**src/core/lsd_defs.vh**
```
// Constants for the line supervision and debounce block
`ifndef LSD_DEFS_VH
`define LSD_DEFS_VH

`define LSD_ADDR_LINE_STATUS   8'h00
`define LSD_ADDR_CHANNEL_MASK  8'h04
`define LSD_ADDR_THRESH_SEL    8'h08
`define LSD_ADDR_DEBOUNCE_CFG  8'h0C
`define LSD_ADDR_POL_STATUS    8'h10
`define LSD_ADDR_LINE_CONTROL  8'h14
`define LSD_ADDR_THRESH_WORD   8'h18
`define LSD_ADDR_HYST_WORD     8'h1C
`define LSD_ADDR_MODE          8'h20
`define LSD_ADDR_RAMP          8'h24
`define LSD_ADDR_EVENT         8'h28

`define LSD_MASK_OFFHOOK       0
`define LSD_MASK_GROUNDKEY     1
`define LSD_MASK_POLARITY      2
`define LSD_EVT_OFFHOOK        0
`define LSD_EVT_GROUNDKEY      1
`define LSD_EVT_POLARITY       2

// Threshold words are 16-bit codes, 1 LSB = 0.01 mA of loop current
`define LSD_THRESH_DEFAULT     16'h02BC
`define LSD_HYST_DEFAULT       16'h00C8
`define LSD_THRESH_SEL_RESET   1'b1
`define LSD_DEBOUNCE_RESET     4'h0
`define LSD_RAMP_RESET         8'h10

`define LSD_CLK_HZ             10000000
`define LSD_STEP_NS            125000
`define LSD_STEP_CYCLES        ((`LSD_CLK_HZ / 1000) * `LSD_STEP_NS / 1000000)
`define LSD_STATES             16
`define LSD_RESP_OKAY          2'b00
`define LSD_RESP_SLVERR        2'b10

`endif

```
**src/core/lsd_debounce.v**
```verilog
// Per-channel 16-state up/down debounce counter
`timescale 1ns/100ps
`default_nettype none
`include "lsd_defs.vh"
module lsd_debounce (
  input  wire       CLK,
  input  wire       RESET,
  input  wire       tick,
  input  wire       criterion,
  output reg        status
);
  reg  [3:0] count;

  always @(posedge CLK or posedge RESET) begin
    if (RESET) begin
      count  <= 4'h0;
      status <= 1'b0;
    end else if (tick) begin
      if (criterion) begin
        if (count != 4'hF) count <= count + 4'h1;
        else status <= 1'b1;
      end else begin
        if (count != 4'h0) count <= count - 4'h1;
        else status <= 1'b0;
      end
    end
  end
endmodule
`default_nettype wire

```
**src/core/lsd_prescaler.v**
```verilog
// Programmable debounce interval tick generator
`timescale 1ns/100ps
`default_nettype none
`include "lsd_defs.vh"
module lsd_prescaler (
  input  wire       CLK,
  input  wire       RESET,
  input  wire [3:0] interval,
  output reg        tick
);
  // Step length in clocks, cut to the counter width on purpose
  localparam integer STEP_FULL = `LSD_STEP_CYCLES;
  localparam [10:0]  STEP      = STEP_FULL[10:0];
  reg  [10:0] cyc;
  reg  [3:0]  steps;

  always @(posedge CLK or posedge RESET) begin
    if (RESET) begin
      cyc   <= 11'h000;
      steps <= 4'h0;
      tick  <= 1'b0;
    end else begin
      tick <= 1'b0;
      if (cyc == STEP - 11'h001) begin
        cyc <= 11'h000;
        if (steps >= interval) begin
          steps <= 4'h0;
          tick  <= 1'b1;
        end else begin
          steps <= steps + 4'h1;
        end
      end else begin
        cyc <= cyc + 11'h001;
      end
    end
  end
endmodule
`default_nettype wire

```
**src/core/lsd_supervision.v**
```verilog
// Four-channel line supervision with debounce and AXI4-Lite registers
`timescale 1ns/100ps
`default_nettype none
`include "lsd_defs.vh"
module lsd_supervision (
  input  wire        CLK,
  input  wire        RESET,
  input  wire [7:0]  S_AXI_AWADDR,
  input  wire        S_AXI_AWVALID,
  output reg         S_AXI_AWREADY,
  input  wire [31:0] S_AXI_WDATA,
  input  wire [3:0]  S_AXI_WSTRB,
  input  wire        S_AXI_WVALID,
  output reg         S_AXI_WREADY,
  output reg  [1:0]  S_AXI_BRESP,
  output reg         S_AXI_BVALID,
  input  wire        S_AXI_BREADY,
  input  wire [7:0]  S_AXI_ARADDR,
  input  wire        S_AXI_ARVALID,
  output reg         S_AXI_ARREADY,
  output reg  [31:0] S_AXI_RDATA,
  output reg  [1:0]  S_AXI_RRESP,
  output reg         S_AXI_RVALID,
  input  wire        S_AXI_RREADY,
  input  wire [3:0]  SLEEP_LOOP_SENSE,
  input  wire [63:0] ACTIVE_LOOP_SENSE,
  input  wire [3:0]  LONGITUDINAL_SENSE,
  input  wire [3:0]  LONGITUDINAL_POSITIVE,
  output reg  [3:0]  POLARITY_REVERSE,
  output reg  [7:0]  RAMP_TIME,
  output reg         IRQ
);
  reg  [3:0]  offhook_status;
  reg  [3:0]  groundkey_status;
  reg         groundkey_polarity;
  reg         offhook_irq_mask;
  reg         groundkey_irq_mask;
  reg         polarity_irq_mask;
  reg         threshold_select;
  reg  [3:0]  debounce_interval;
  reg  [15:0] offhook_threshold_word;
  reg  [15:0] offhook_hysteresis_word;
  reg  [3:0]  polarity_reverse_req;
  reg  [7:0]  ramp_word;
  reg         sleep_mode;
  reg  [2:0]  event_flags;
  reg  [3:0]  loop_crit;
  reg  [3:0]  offhook_prev;
  reg  [3:0]  groundkey_prev;
  reg         polarity_prev;
  reg  [7:0]  wr_addr;
  reg  [31:0] wr_data;
  reg  [3:0]  wr_strb;
  reg         have_aw;
  reg         have_w;
  wire        tick;
  wire [3:0]  offhook_db;
  wire [3:0]  groundkey_db;
  wire [15:0] thr_on;
  wire [15:0] hyst_sel;
  wire [15:0] thr_off;
  wire        do_write;
  wire [2:0]  new_events;
  integer     i;

  lsd_prescaler u_prescaler (
    .CLK      (CLK),
    .RESET    (RESET),
    .interval (debounce_interval),
    .tick     (tick)
  );

  genvar ch;
  generate
    for (ch = 0; ch < 4; ch = ch + 1) begin : g_ch
      lsd_debounce u_hook (
        .CLK       (CLK),
        .RESET     (RESET),
        .tick      (tick),
        .criterion (loop_crit[ch]),
        .status    (offhook_db[ch])
      );
      // per-channel ground-key debounce filter; halted in sleep
      lsd_debounce u_gkey (
        .CLK       (CLK),
        .RESET     (RESET),
        .tick      (tick & ~sleep_mode),
        .criterion (LONGITUDINAL_SENSE[ch]),
        .status    (groundkey_db[ch])
      );
    end
  endgenerate

  assign thr_on   = threshold_select ? `LSD_THRESH_DEFAULT : offhook_threshold_word;
  assign hyst_sel = threshold_select ? `LSD_HYST_DEFAULT : offhook_hysteresis_word;
  assign thr_off  = (hyst_sel > thr_on) ? 16'h0000 : thr_on - hyst_sel;

  // Active-mode criterion keeps hysteresis relative to the debounced state; in sleep it is SLEEP_LOOP_SENSE as is
  always @(posedge CLK or posedge RESET) begin
    if (RESET) begin
      loop_crit <= 4'h0;
    end else begin
      for (i = 0; i < 4; i = i + 1) begin
        if (sleep_mode) begin
          loop_crit[i] <= SLEEP_LOOP_SENSE[i];
        end else if (offhook_status[i]) begin
          loop_crit[i] <= ACTIVE_LOOP_SENSE[i*16 +: 16] >= thr_off;
        end else begin
          loop_crit[i] <= ACTIVE_LOOP_SENSE[i*16 +: 16] > thr_on;
        end
      end
    end
  end

  always @(posedge CLK or posedge RESET) begin
    if (RESET) begin
      offhook_status     <= 4'h0;
      groundkey_status   <= 4'h0;
      groundkey_polarity <= 1'b0;
    end else begin
      offhook_status <= offhook_db;
      if (!sleep_mode) begin
        groundkey_status   <= groundkey_db;
        groundkey_polarity <= |(LONGITUDINAL_POSITIVE & groundkey_db);
      end
    end
  end

  always @(posedge CLK or posedge RESET) begin
    if (RESET) begin
      offhook_prev   <= 4'h0;
      groundkey_prev <= 4'h0;
      polarity_prev  <= 1'b0;
    end else begin
      offhook_prev   <= offhook_status;
      groundkey_prev <= groundkey_status;
      polarity_prev  <= groundkey_polarity;
    end
  end

  assign new_events[`LSD_EVT_OFFHOOK]   = |(offhook_status ^ offhook_prev);
  assign new_events[`LSD_EVT_GROUNDKEY] = |(groundkey_status & ~groundkey_prev);
  assign new_events[`LSD_EVT_POLARITY]  = groundkey_polarity ^ polarity_prev;

  assign do_write = have_aw & have_w & ~S_AXI_BVALID;

  // AXI write channel: address and data accepted in either order
  always @(posedge CLK or posedge RESET) begin
    if (RESET) begin
      S_AXI_AWREADY <= 1'b1;
      S_AXI_WREADY  <= 1'b1;
      S_AXI_BVALID  <= 1'b0;
      S_AXI_BRESP   <= `LSD_RESP_OKAY;
      have_aw       <= 1'b0;
      have_w        <= 1'b0;
      wr_addr       <= 8'h00;
      wr_data       <= 32'h00000000;
      wr_strb       <= 4'h0;
    end else begin
      if (S_AXI_AWVALID && S_AXI_AWREADY) begin
        wr_addr       <= S_AXI_AWADDR;
        have_aw       <= 1'b1;
        S_AXI_AWREADY <= 1'b0;
      end
      if (S_AXI_WVALID && S_AXI_WREADY) begin
        wr_data      <= S_AXI_WDATA;
        wr_strb      <= S_AXI_WSTRB;
        have_w       <= 1'b1;
        S_AXI_WREADY <= 1'b0;
      end
      if (do_write) begin
        have_aw      <= 1'b0;
        have_w       <= 1'b0;
        S_AXI_BVALID <= 1'b1;
        case (wr_addr)
          `LSD_ADDR_CHANNEL_MASK, `LSD_ADDR_THRESH_SEL, `LSD_ADDR_DEBOUNCE_CFG,
          `LSD_ADDR_LINE_CONTROL, `LSD_ADDR_THRESH_WORD, `LSD_ADDR_HYST_WORD,
          `LSD_ADDR_MODE, `LSD_ADDR_RAMP, `LSD_ADDR_EVENT:
            S_AXI_BRESP <= `LSD_RESP_OKAY;
          default:
            S_AXI_BRESP <= `LSD_RESP_SLVERR;
        endcase
      end
      if (S_AXI_BVALID && S_AXI_BREADY) begin
        S_AXI_BVALID  <= 1'b0;
        S_AXI_AWREADY <= 1'b1;
        S_AXI_WREADY  <= 1'b1;
      end
    end
  end

  // Control registers; strobe lane 0 carries every field of 8 bits or less
  always @(posedge CLK or posedge RESET) begin
    if (RESET) begin
      offhook_irq_mask        <= 1'b0;
      groundkey_irq_mask      <= 1'b0;
      polarity_irq_mask       <= 1'b0;
      threshold_select        <= `LSD_THRESH_SEL_RESET;
      debounce_interval       <= `LSD_DEBOUNCE_RESET;
      offhook_threshold_word  <= `LSD_THRESH_DEFAULT;
      offhook_hysteresis_word <= `LSD_HYST_DEFAULT;
      polarity_reverse_req    <= 4'h0;
      ramp_word               <= `LSD_RAMP_RESET;
      sleep_mode              <= 1'b0;
    end else if (do_write) begin
      case (wr_addr)
        `LSD_ADDR_CHANNEL_MASK: if (wr_strb[0]) begin
          offhook_irq_mask   <= wr_data[`LSD_MASK_OFFHOOK];
          groundkey_irq_mask <= wr_data[`LSD_MASK_GROUNDKEY];
          polarity_irq_mask  <= wr_data[`LSD_MASK_POLARITY];
        end
        `LSD_ADDR_THRESH_SEL:   if (wr_strb[0]) threshold_select <= wr_data[0];
        `LSD_ADDR_DEBOUNCE_CFG: if (wr_strb[0]) debounce_interval <= wr_data[3:0];
        `LSD_ADDR_LINE_CONTROL: if (wr_strb[0]) polarity_reverse_req <= wr_data[3:0];
        `LSD_ADDR_THRESH_WORD: begin
          if (wr_strb[0]) offhook_threshold_word[7:0]  <= wr_data[7:0];
          if (wr_strb[1]) offhook_threshold_word[15:8] <= wr_data[15:8];
        end
        `LSD_ADDR_HYST_WORD: begin
          if (wr_strb[0]) offhook_hysteresis_word[7:0]  <= wr_data[7:0];
          if (wr_strb[1]) offhook_hysteresis_word[15:8] <= wr_data[15:8];
        end
        `LSD_ADDR_MODE:         if (wr_strb[0]) sleep_mode <= wr_data[0];
        `LSD_ADDR_RAMP:         if (wr_strb[0]) ramp_word <= wr_data[7:0];
        default: ;
      endcase
    end
  end

  // Sticky events; a new event wins over a same-cycle clear (write 1 to clear)
  always @(posedge CLK or posedge RESET) begin
    if (RESET) begin
      event_flags <= 3'h0;
    end else if (do_write && wr_addr == `LSD_ADDR_EVENT && wr_strb[0]) begin
      event_flags <= (event_flags & ~wr_data[2:0]) | new_events;
    end else begin
      event_flags <= event_flags | new_events;
    end
  end

  always @(posedge CLK or posedge RESET) begin
    if (RESET) begin
      IRQ              <= 1'b0;
      POLARITY_REVERSE <= 4'h0;
      RAMP_TIME        <= `LSD_RAMP_RESET;
    end else begin
      IRQ <= (event_flags[`LSD_EVT_OFFHOOK]   & ~offhook_irq_mask) |
             (event_flags[`LSD_EVT_GROUNDKEY] & ~groundkey_irq_mask) |
             (event_flags[`LSD_EVT_POLARITY]  & ~polarity_irq_mask);
      // reversal with ramp; held in sleep
      if (!sleep_mode) begin
        POLARITY_REVERSE <= polarity_reverse_req;
        RAMP_TIME        <= ramp_word;
      end
    end
  end

  // AXI read channel, one read at a time, answer one cycle after address
  always @(posedge CLK or posedge RESET) begin
    if (RESET) begin
      S_AXI_ARREADY <= 1'b1;
      S_AXI_RVALID  <= 1'b0;
      S_AXI_RDATA   <= 32'h00000000;
      S_AXI_RRESP   <= `LSD_RESP_OKAY;
    end else if (S_AXI_ARVALID && S_AXI_ARREADY) begin
      S_AXI_ARREADY <= 1'b0;
      S_AXI_RVALID  <= 1'b1;
      S_AXI_RRESP   <= `LSD_RESP_OKAY;
      case (S_AXI_ARADDR)
        `LSD_ADDR_LINE_STATUS:  S_AXI_RDATA <= {24'h000000, groundkey_status, offhook_status};
        `LSD_ADDR_CHANNEL_MASK: S_AXI_RDATA <= {29'h00000000, polarity_irq_mask,
                                                groundkey_irq_mask, offhook_irq_mask};
        `LSD_ADDR_THRESH_SEL:   S_AXI_RDATA <= {31'h00000000, threshold_select};
        `LSD_ADDR_DEBOUNCE_CFG: S_AXI_RDATA <= {28'h0000000, debounce_interval};
        `LSD_ADDR_POL_STATUS:   S_AXI_RDATA <= {31'h00000000, groundkey_polarity};
        `LSD_ADDR_LINE_CONTROL: S_AXI_RDATA <= {28'h0000000, polarity_reverse_req};
        `LSD_ADDR_THRESH_WORD:  S_AXI_RDATA <= {16'h0000, offhook_threshold_word};
        `LSD_ADDR_HYST_WORD:    S_AXI_RDATA <= {16'h0000, offhook_hysteresis_word};
        `LSD_ADDR_MODE:         S_AXI_RDATA <= {31'h00000000, sleep_mode};
        `LSD_ADDR_RAMP:         S_AXI_RDATA <= {24'h000000, ramp_word};
        `LSD_ADDR_EVENT:        S_AXI_RDATA <= {29'h00000000, event_flags};
        default: begin
          S_AXI_RDATA <= 32'h00000000;
          S_AXI_RRESP <= `LSD_RESP_SLVERR;
        end
      endcase
    end else if (S_AXI_RVALID && S_AXI_RREADY) begin
      S_AXI_RVALID  <= 1'b0;
      S_AXI_ARREADY <= 1'b1;
    end
  end
endmodule
`default_nettype wire

```
**config.mk**
```make
export PLATFORM = sky130hd
export DESIGN_NAME = lsd_supervision
export DESIGN_NICKNAME = d
export VERILOG_FILES = /design/src/core/lsd_debounce.v /design/src/core/lsd_prescaler.v /design/src/core/lsd_supervision.v
export VERILOG_INCLUDE_DIRS = /design/src /design/src/core
export SDC_FILE = /design/constraint.sdc
export NUM_CORES = 1
export LEC_CHECK = 0
export ABC_AREA = 1
export BUFFER_PORTS_ARGS = -buffer_cell sky130_fd_sc_hd__buf_2
export CORE_UTILIZATION = 25
export DETAILED_ROUTE_END_ITERATION = 16
export GPL_TIMING_DRIVEN = 0
export MAX_ROUTING_LAYER = met4
export PLACE_DENSITY = 0.42
export SETUP_SLACK_MARGIN = 0.02
export SLEW_MARGIN = 20
export SYNTH_ARGS = -nofsm -noshare
export SYNTH_HDL_FRONTEND = slang
export SYNTH_SLANG_ARGS = --single-unit
```
**constraint.sdc**
```tcl
create_clock -name CLK -period 9.65 [get_ports CLK]
set_clock_uncertainty 0.2 [all_clocks]
set_input_delay 1.93 -clock CLK [delete_from_list [all_inputs] [get_ports CLK]]
set_output_delay 1.93 -clock CLK [all_outputs]
set_load 0.01 [all_outputs]
```
==> results of run 1 <==
==> per-stage QoR <==
step                      area [µm²]  hold WS [ns]
final                          15480        0.1744
after CTS                      15470        0.1793
after floorplan                13240        0.1537
after detailed placement       14910        0.1585
after global placement         14850        0.1565
after global routing           15480        0.1929
==> Yosys cell counts (all sizes together) <==
cell type    n  area share, %
a21o         1          0.057
o22ai        9           0.43
or2         10           0.47
o21bai       5           0.28
and3         1          0.048
clkbuf      24           0.68
o211ai       5           0.28
a21boi       1          0.057
inv        182            5.2
a22o         1          0.066
nor2       115            3.4
clkinv       2          0.057
a21oi      114            4.3
o21a         6           0.34
nor3        31            1.4
nor3b        1          0.057
xor2        22            1.5
fa           9            1.4
o221ai       1          0.066
a211oi       3           0.17
nand3       69            2.6
conb         1          0.028
dfrtp      183             35
dfstp       15            3.0
o21ai      162            6.2
nand3b       4           0.23
nor4         5           0.24
buf         25            1.5
xnor2       20            1.3
a31oi       13           0.62
nand4       23            1.1
mux2         8           0.74
ha         158             15
o31ai        1          0.057
a41oi        2           0.13
nand2      427             12
and2         2          0.095
==> flip-flops by register name (all words and copies together), names as in the netlist, 8 cells and up <==
name and flops:
S_AXI_RDATA 16, wr_data 16, offhook_hysteresis_word 16, g_ch.u_hook.count 16
wr_addr 8, RAMP_TIME 8, g_ch.u_gkey.count 16, u_prescaler.cyc 11
offhook_threshold_word 16, ramp_word 8
==> area by class of cell <==
class | instances | area share [%]
buffer | 49 | 1.835
tap | 680 | 5.497
timing repair buffer | 154 | 5.270
clock buffer | 18 | 2.837
antenna | 4 | 0.06467
inverter | 184 | 4.511
sequential | 198 | 32.13
clock inverter | 14 | 0.7598
multi-input combinational | 1247 | 47.09
==> worst max-delay path by stage <==
stage	startpoint	endpoint	slack, ns	cells after the start
after global placement	RESET	S_AXI_RDATA[15]	-0.67	2
after CTS	threshold_select	loop_crit[2]	4.45	25
final	threshold_select	loop_crit[2]	4.59	24
after floorplan	RESET	IRQ	2.15	1
after detailed placement	threshold_select	loop_crit[2]	4.48	25
after global routing	threshold_select	loop_crit[2]	4.17	25
==> layout by cell type, fill, tap and decap left out, drive strengths merged, types with 2 or more instances in the layout <==
cell and instances:
a211oi 3, a21oi 114, a31oi 13, a41oi 2, and2 2, buf 179, clkbuf 42, clkinv 7
clkinvlp 2, conb 18, dfrtp 183, dfstp 15, diode 4, fa 9, ha 158, inv 189
mux2 8, nand2 427, nand3 69, nand3b 4, nand4 23, nor2 115, nor3 31, nor4 5
o211ai 5, o21a 6, o21ai 162, o21bai 5, o22ai 9, or2 10, xnor2 20, xor2 22
==> per-layer routing <==
layer | up-vias | global-route usage, % | wire (µm)
li1 | 5884 | - | -
met3 | 38 | 2.239 | 1464
met5 | - | - | 0
met2 | 221 | 24.23 | 18100
met4 | 0 | 4.235 | 626
met1 | 5420 | 21.29 | 20040
==> worst max-delay path, stage by stage (launching register included) <==
cell and delay, ns:
dfstp_2 0.60, clkbuf_1 0.48, clkbuf_1 0.40, nor2_1 0.30, inv_1 0.12, ha_1 0.30
a21oi_1 0.32, nor2_1 0.07, nor2_1 0.16, nor3_1 0.08, nor2_1 0.16, nand2_1 0.08
nand2_1 0.06, nand3_1 0.22, ha_1 0.37, nand2_1 0.06, inv_1 0.05, nand3_1 0.09
nor3_1 0.38, nand2_1 0.09, nand3_1 0.13, nand2_1 0.06, nand2_1 0.07, nand2_1 0.05
nand2_1 0.10
==> power by group <==
group,total (W),internal (W),switching (W)
registers,0.00101,0.000947,0.0000668
logic,0.00272,0.000964,0.00176
clock network,0.000701,0.000345,0.000356
total,0.00443,0.00226,0.00218
==> kinds of logic (layout without fill, tap and decap cells) <==
logic type | count (synthesis) | in the layout | share of synthesized area (%)
simple gates | 688 | 688 | 21.84
compound gates | 324 | 324 | 13.08
buf+inv | 233 | 419 | 7.399
flops | 198 | 198 | 37.75
fa+ha+maj | 167 | 167 | 16.37
xor+xnor | 42 | 42 | 2.792
mux | 8 | 8 | 0.7408
other cells | 1 | 22 | 0.02847
==> results.txt, run 1 <==
* Run status: finished clean
- Area occupied by multi-input gates: 0.007289 mm²
- Core ar.: 0.05172 mm²
* Fin. Hold Viols: 0
- Leakage Power: 7.750 nW
* Clock root buffer master: clkbuf_16
- Synthesized instance count: 1661
- Die width: 231.6 µm
- Die Height: 231.6 µm
* Maximum buffer depth of the clock tree: 2
* Antenna Violating Nets Remaining: 0
- At the pin with the least slew margin, the transition time is 0.7915 ns.
- Power comes to 0.004434 W.
- Number of buffers added for setup after CTS: 0
- After layout, the worst setup slack is 4.590 ns.
- Adding up every negative setup slack in the final design gives 0 ns.
- After layout, the minimum clock period comes to 5.060 ns.
* Clock latency on the worst-skew pair: 0.46 ns
- TritonCTS built the clock tree.
* Power per cell area: 286.5 mW/mm²
- Sequential Area: 0.004974 mm²
* Logic depth of the worst register-to-register path: 24
- Fraction of the cycle the final worst path needs: 52.44%
- Reg clk slew, reported paths: 0.07 ns
- Portion of the post-synthesis area used by sequential elements: 37.75%
* Total via count in the routed design: 11560
- Global routing finished with a remaining overflow of 0.
* Starting Density: 25.47%
- Final setup vio count: 0
* Endpoint, Worst Hold: groundkey_prev[3]
* Required time reported for the critical path endpoint: 9.83 ns
* Cell Rows: 83
- Number of distinct standard cells referenced by the synthesized netlist: 51
* Max Freq: 0.1976 GHz
- For the worst setup path, the data arrival time is 5.24 ns.
- Wirelength per Cell: 15.79 µm
- Entering global routing, the biggest net connects 101 pins.
- Instance count after placement with tap cells included: 2512
- End of the worst register-to-register path: loop_crit[2]
- Final-stage net count: 2153
* Wire length of the first global-routing pass: 62.55 mm
- DP HPWL: 32.79 mm
* Count of max-cap constraint violations: 0
- The number of hold buffers added after CTS was 0.
- Number of sinks on the clock net: 198
* Max rail drop VDD: 170.5 µV
* I/O Pins: 189
- Launching element type of the critical path: flop
- Area added between synthesis and finish: 17.49%
- Fraction of final layout cells sized beyond drive strength 1: 13.68%
* Number of standard cells in the final layout excluding fillers: 2548
- For this run, the number of Yosys warnings is 0.
- The initial antenna violation count was 4.
- After filler insertion, the fill cell instance count of the layout stands at 5672.
* Vias/cell: 4.538
- Normalized max-slew margin: 47.04%
- PostCTS Resize Cnt: 0
- Post-Place Worst Slack: 4.483 ns
- In this run the mean area of a mapped cell was 7.931 µm².
- Of all nets on the critical path, the largest fanout is 10.
- Pins over their slew limit: 0
- In this run the critical register-to-register path is launched from threshold_select.
* Post-synthesis instance area: 0.01317 mm²
* Worst Path Class, Setup: reg -> reg
* Total global routing track utilization: 15.68%
- Setup repair after global routing left no endpoint under its margin.
- The worst hold path was traced through 0 stages.
* Critical path capture point type: flop
- The first detailed-routing pass ran for 6 iterations.
- Port buffering added 152 buffers.
* TritonCTS Buffers: 17
- The tightest min-delay check is of the reg -> reg type.
* Worst hold path startpoint: groundkey_status[3]
- CTS H-tree lvls: 4
- The routed design has 40.23 mm of wire.
- The number of global-route vias before repair came to 11010.
* Remaining design rule violation count: 0
- The first routing iteration left 581 violations.
- Routability-driven placement finished with a final weighted congestion of 0.8751.
- Once layout is complete, the utilization of the core stands at 29.93%.
- In this run, synthesis produced a sequential element count of 198.
- Reg-to-reg setup timing slack: 4.59 ns
- The die covers 0.05362 mm².
Power figures use the tool's default switching activity.
==> run 2, diff against run 1 <==
PLACE_DENSITY = 0.44   (was 0.42)
clock period = 4.55 ns   (was 9.65 ns; I/O delays follow)
==> run 2 against run 1 <==
Register-to-register slack lost 4.3 ns. Combinational power rose by 120%. Critical path depth fell by 2. Via count about the same. Die area stayed put. First-iteration DRC count shrank 9.0%. Sequential cell count is the same.
==> results.txt, run 2 (synthesis gave the netlist of run 1 again) <==
- The run finished with clean final reports.
- Clock latency on the worst-skew pair: 0.47 ns
* Largest net degree at the start of global routing: 33
- For this run, the slowest stage of the critical path takes 0.69 ns.
* Number of standard cells in the final layout excluding fillers: 2555
- The total overflow left after global routing is 0.
- Wirelength per Cell: 15.54 µm
- Logic pwr share: 61.9%
- In this design, the critical path's most frequently occurring cell is nand2_1.
* Least-Margin Pin Slew: 0.7284 ns
- Using the TritonRoute via totals, the vias-per-cell ratio works out to 4.525.
* Wire length of the first global-routing pass: 63.19 mm
- Total of buffers placed on input and output ports: 152
* Power per cell area: 613.1 mW/mm²
- Summed over all layers, the routed wires come to 39.71 mm.
* Clock root buffer master: clkbuf_16
- Starting Density: 25.47%
* Count of max-cap constraint violations: 0
- Data arrives at the worst endpoint at 4.42 ns.
- Initial DRC count: 529
- Sequential cells account for 22.4% of the total power.
* Top library cells by usage in the layout, fill and taps aside: nand2_1, dfrtp_1, inv_1
- In this run the horizontal extent of the chip is 231.6 µm.
- After clock tree synthesis, the flow added hold-fix buffers numbering 0.
- The worst setup path is captured at a flop.
* TritonCTS Buffers: 17
- Switching power total: 0.004692 W
* Internal power: 0.004948 W
- Die Height: 231.6 µm
* Max rail drop VDD: 616.1 µV
- Fraction of final layout cells sized beyond drive strength 1: 15.27%
* List of cells traversed by the critical path: buf_6, nor2_1, ha_1, fa_1, inv_1, nand3_2, o21ai_2, nand3_1, nand2_2, nand2_2, nand2_4, buf_6, nand2_1, ha_1, a21oi_1, o21ai_0, a21oi_1, nand3_1, nand2_1, nand2_1, nand2_1, nand2_1
- The die covers 0.05362 mm².
* Number of sinks on the clock net: 198
* Most common cell after layout, fill and taps aside: nand2_1
- Total via count in the routed design: 11560
- The count of final hold-check violations came to 0.
- Antenna Violating Nets Remaining: 0
- Worst Path Class, Setup: reg -> reg
- Reg clk slew, reported paths: 0.07 ns
- Cell Rows: 83
- TritonCTS clock tree: done
- Required time reported for the critical path endpoint: 4.70 ns
- Normalized max-slew margin: 51.44%
* Max Freq: 0.2341 GHz
- Type of the most critical hold path: reg -> reg
* Total global routing track utilization: 15.77%
- The smallest clock period supported by the final layout is computed as 4.271 ns.
- Clock network power share: 15.8%
* Area added between synthesis and finish: 19.35%
- Share of total power consumed by net switching: 48.67%
- Setup repair after global routing missed its margin: false
- Along the worst path, the maximum fanout reaches 10.
- Routability cong.: 0.8802
* Leakage Power: 7.854 nW
* Pins over their slew limit: 0
* TritonRoute pass-1 iters: 5
- Instance count after placement with tap cells included: 2517
* Core ar.: 0.05172 mm²
* Worst-path cell with the longest stage delay: dfstp_4
* Via count of the first global-routing pass: 11350
- Setup TNS: 0 ns
* DP HPWL: 33.01 mm
- Maximum buffer depth of the clock tree: 2
- STA classifies the critical path startpoint as a flop.
- I/O Pins: 189
- CTS H-tree lvls: 4
- Final setup vio count: 0
- Remaining design rule violation count: 0
* Number of antenna violations at the first check in global routing: 2
* Final-stage net count: 2162
- Post-Route Hold Slack: 0.1747 ns
* Fraction of the cycle the final worst path needs: 93.88%
==> run 2: metal layers <==
layer	vias to the layer above	GRT usage [%]	wire, µm
met2	225	24.42	18020
met4	0	3.927	460
met1	5413	21.22	19560
met3	25	2.719	1677
li1	5898	-	-
met5	-	-	0
==> run 2: power by group through the flow <==
stage | clock network (W) | logic, W | registers [W]
2_1_floorplan | 0 | 0.00412 | 0.00216
3_3_place_gp | 0 | 0.00564 | 0.00218
3_5_place_dp | 0 | 0.00583 | 0.00218
4_1_cts | 0.00158 | 0.00588 | 0.00216
5_1_grt | 0.00163 | 0.00684 | 0.00219
6_report | 0.00152 | 0.00596 | 0.00215
==> run 2: area by class of cell <==
class,count,area (µm²)
timing repair buffer,164,953.4
sequential,198,4977
antenna,2,5.005
clock buffer,21,480.5
multi-input combinational,1247,7373
inverter,184,694.4
tap,680,850.8
fill,5597,35990
clock inverter,11,98.84
buffer,48,289.0
==> run 2: path summary, 6_finish.rpt <==
| path | slack, ns | start | cells past startpoint | to |
|---|---|---|---|---|
| hold reg to reg | 0.17 | groundkey_status[0] | 0 | groundkey_prev[0] |
| setup reg to reg | 0.28 | threshold_select | 22 | loop_crit[1] |
| setup / recovery | 0.28 | threshold_select | 22 | loop_crit[1] |
| min in group asynchronous | 0.27 | RESET | 2 | IRQ |
| max in group asynchronous | 2.83 | RESET | 5 | offhook_threshold_word[3] |
| hold / removal | 0.17 | groundkey_status[0] | 0 | groundkey_prev[0] |
==> run 2: what timing repair did <==
action                     in CTS  in global routing
setup endpoints to repair       4                  4
resized for setup              10                 20
hold endpoints to repair        0                  0
buffers inserted                0                  5
pin swaps                       0                  1
==> run 2: worst max-delay path, delay by kind of cell (launching register included) <==
kind                       cells  cell delay, ns
AOI/OAI and AO/OA              4            0.60
adders and majority gates      3            0.94
buffers and inverters          3            0.45
DFF                            1            0.69
and+or+nand+nor               12            1.29
==> run 2: through the flow <==
stage                     cell area, µm²  power (W)  util [%]  setup slack [ns]
after CTS                          15620   0.009624     30.20           0.02658
after global placement             14850   0.007819     28.72           -0.6237
after detailed placement           15010   0.008016     29.02           -0.6548
after global routing               15720    0.01066     30.40           0.04086
final                              15720   0.009640     30.40            0.2786
after floorplan                    13240   0.006286         -            0.6230
==> run 3, diff against run 2 <==
CELL_PAD_IN_SITES_DETAIL_PLACEMENT = 1   (was not set)
CELL_PAD_IN_SITES_GLOBAL_PLACEMENT = 1   (was not set)
PLACE_DENSITY = 0.55   (was 0.44)
==> run 3 against run 2 <==
Sequential share of layout area grew 0.058 points. Clock power is essentially flat. Combinational power grew 3%. Sequential cell count is the same. Core utilization shrank 0.056 points. Via count grew 1.5%. Critical endpoint is now loop_crit[2].
==> results.txt, run 3 (synthesis gave the netlist of run 1 again) <==
* Antenna Violating Nets Remaining: 0
- Core ar.: 0.05172 mm²
- Max Freq: 0.2331 GHz
- Summed over all nets, the half-perimeter wirelength after detailed placement is 35.64 mm.
- In this run the vertical extent of the chip is 231.6 µm.
* Maximum buffer depth of the clock tree: 2
- Max rail drop VDD: 380.7 µV
* Top library cells by usage in the layout, fill and taps aside: nand2_1, dfrtp_1, inv_1
* TritonCTS clock tree: done
* Normalized max-slew margin: 47.40%
* Count of max-cap constraint violations: 0
- The worst setup path is of the reg -> reg kind.
- For the worst setup path, the data required time is 4.69 ns.
* Switching power total: 0.004897 W
- TritonRoute pass-1 iters: 6
- The initial antenna violation count came to 4.
- Number of sinks on the clock net: 198
* Reg clk slew, reported paths: 0.08 ns
- Total global routing track utilization: 16.80%
- Clock latency on the worst-skew pair: 0.46 ns
- Critical path capture point type: flop
- Die area: 0.05362 mm²
- Wirelength per Cell: 16.65 µm
* CP max FO: 10
- Cell Rows: 83
- Once the floorplan was initialized, standard cells occupied 25.47% of the core.
- Least-Margin Pin Slew: 0.7890 ns
- Power per cell area: 623.2 mW/mm²
- Fraction of final layout cells sized beyond drive strength 1: 15.28%
- The critical path goes through buf_8, nor2_1, ha_1, fa_1, inv_1, nand3_2, o21ai_2, nand3_1, nand2_2, nand2_2, nand2_4, buf_6, nand2_1, ha_1, a21oi_1, o21ai_0, nand2_1, nand2_1, nand2_1, nand3_1, nand2_1, nand2_1, nand2_1, nand2_1.
- The count of final hold-check violations was 0.
- Initial DRC count: 521
- Measured along the x axis, the die boundary spans 231.6 µm.
- The first global-routing pass estimated 67.83 mm of wire.
- The number of global-route vias before repair was 12280.
* Remaining design rule violation count: 0
- Entering global routing, the biggest net connects 33 pins.
* Final setup vio count: 0
* Clock network power share: 15.2%
* Clock root buffer master: clkbuf_16
* I/O Pins: 189
* Type of the most critical hold path: in -> async
* Fraction of the cycle the final worst path needs: 94.29%
- At the end of routability-driven placement, the weighted congestion stood at 0.8703.
- WL final: 42.58 mm
* Logic pwr share: 62.7%
- Once layout is complete, the utilization of the core stands at 30.35%.
- The worst path in the final design needs a cycle of 4.290 ns, including I/O delays and setup.
- Share of total power consumed by net switching: 50.07%
- For this run, the slowest stage of the critical path takes 0.68 ns.
* Most numerous cell on the critical path: nand2_1
* Run status: finished clean
- Detailed routing inserted a total of 11730 vias.
- Vias/cell: 4.587
- Data on the critical path arrives at its endpoint at 4.43 ns.
- The area growth from synthesis to layout is 19.13%.
* Total grt overflow: 0
- Most common cell after layout, fill and taps aside: nand2_1
- Leakage Power: 7.841 nW
- The H-tree was split into 4 levels.
* Sequential Power Share: 22.1%
- TritonCTS Buffers: 17
* Post-route total power: 0.009780 W
* Internal power: 0.004883 W
* Worst-path cell with the longest stage delay: dfstp_4
- Total of buffers placed on input and output ports: 152
- The final layout contains 2161 nets.
* Launching element type of the critical path: flop
- The number of slew-limit violations in the final report was 0.
run 3: power by group through the flow:
stage	registers (W)	logic, W	clock network (W)
2_1_floorplan	0.00216	0.00412	0
3_3_place_gp	0.00218	0.00569	0
3_5_place_dp	0.00219	0.00596	0
4_1_cts	0.00216	0.00603	0.00155
5_1_grt	0.00219	0.00702	0.00161
6_report	0.00216	0.00613	0.00149
run 3: worst max-delay path: cells and delay by family (launching register included):
| family | cells | cell delay [ns] |
|---|---|---|
| AOI/OAI and AO/OA | 3 | 0.52 |
| adders and majority gates | 3 | 0.95 |
| buffers and inverters | 3 | 0.42 |
| DFF | 1 | 0.68 |
| and+or+nand+nor | 15 | 1.39 |
run 3: final timing paths:
check	to	start	slack (ns)	cells after the start
min	have_w	RESET	0.18	2
min reg2reg	groundkey_prev[1]	groundkey_status[1]	0.18	0
min in group CLK	groundkey_prev[1]	groundkey_status[1]	0.18	0
max	loop_crit[2]	threshold_select	0.26	24
max in group asynchronous	offhook_threshold_word[3]	RESET	3.01	5
max reg2reg	loop_crit[2]	threshold_select	0.26	24
run 3: layout make-up:
cell class	count	area, µm²
clock inverters	15	136.4
plain buffers	48	292.8
inverters	184	694.4
repair buffers	163	930.9
multi-input cells	1247	7373
diodes	5	12.51
well taps	680	850.8
fillers	6329	36020
flip-flops and latches	198	4977
clock buffers	17	425.4
run 3: per-stage QoR:
step / worst slack (ns) / setup TNS [ns] / cells / cell area, µm² / hold WS [ns]
4_1_cts: 0.03365 / 0 / 2551 / 15600 / 0.1559
3_3_place_gp: -0.7003 / -99.84 / 2510 / 14850 / 0.1566
2_1_floorplan: 0.6230 / 0 / 1678 / 13240 / 0.1537
6_report: 0.2597 / 0 / 2557 / 15690 / 0.1781
5_1_grt: -0.05734 / -0.1894 / 2556 / 15690 / 0.1695
3_5_place_dp: -0.7506 / -2.690 / 2517 / 14990 / 0.1612
run 3: metal layers:
metal	up-vias	share of wire, %	global-route usage [%]
met2	155	47	27.29
li1	5887	-	-
met5	-	0	-
met1	5660	48	21.95
met3	28	3.2	2.510
met4	0	1.3	3.742
run 3: timing repair:
item,4_1_cts,5_1_grt
pin swaps,0,3
setup endpoints to repair,4,4
resized for setup,7,26
hold buffers,0,0
buffers inserted,3,1
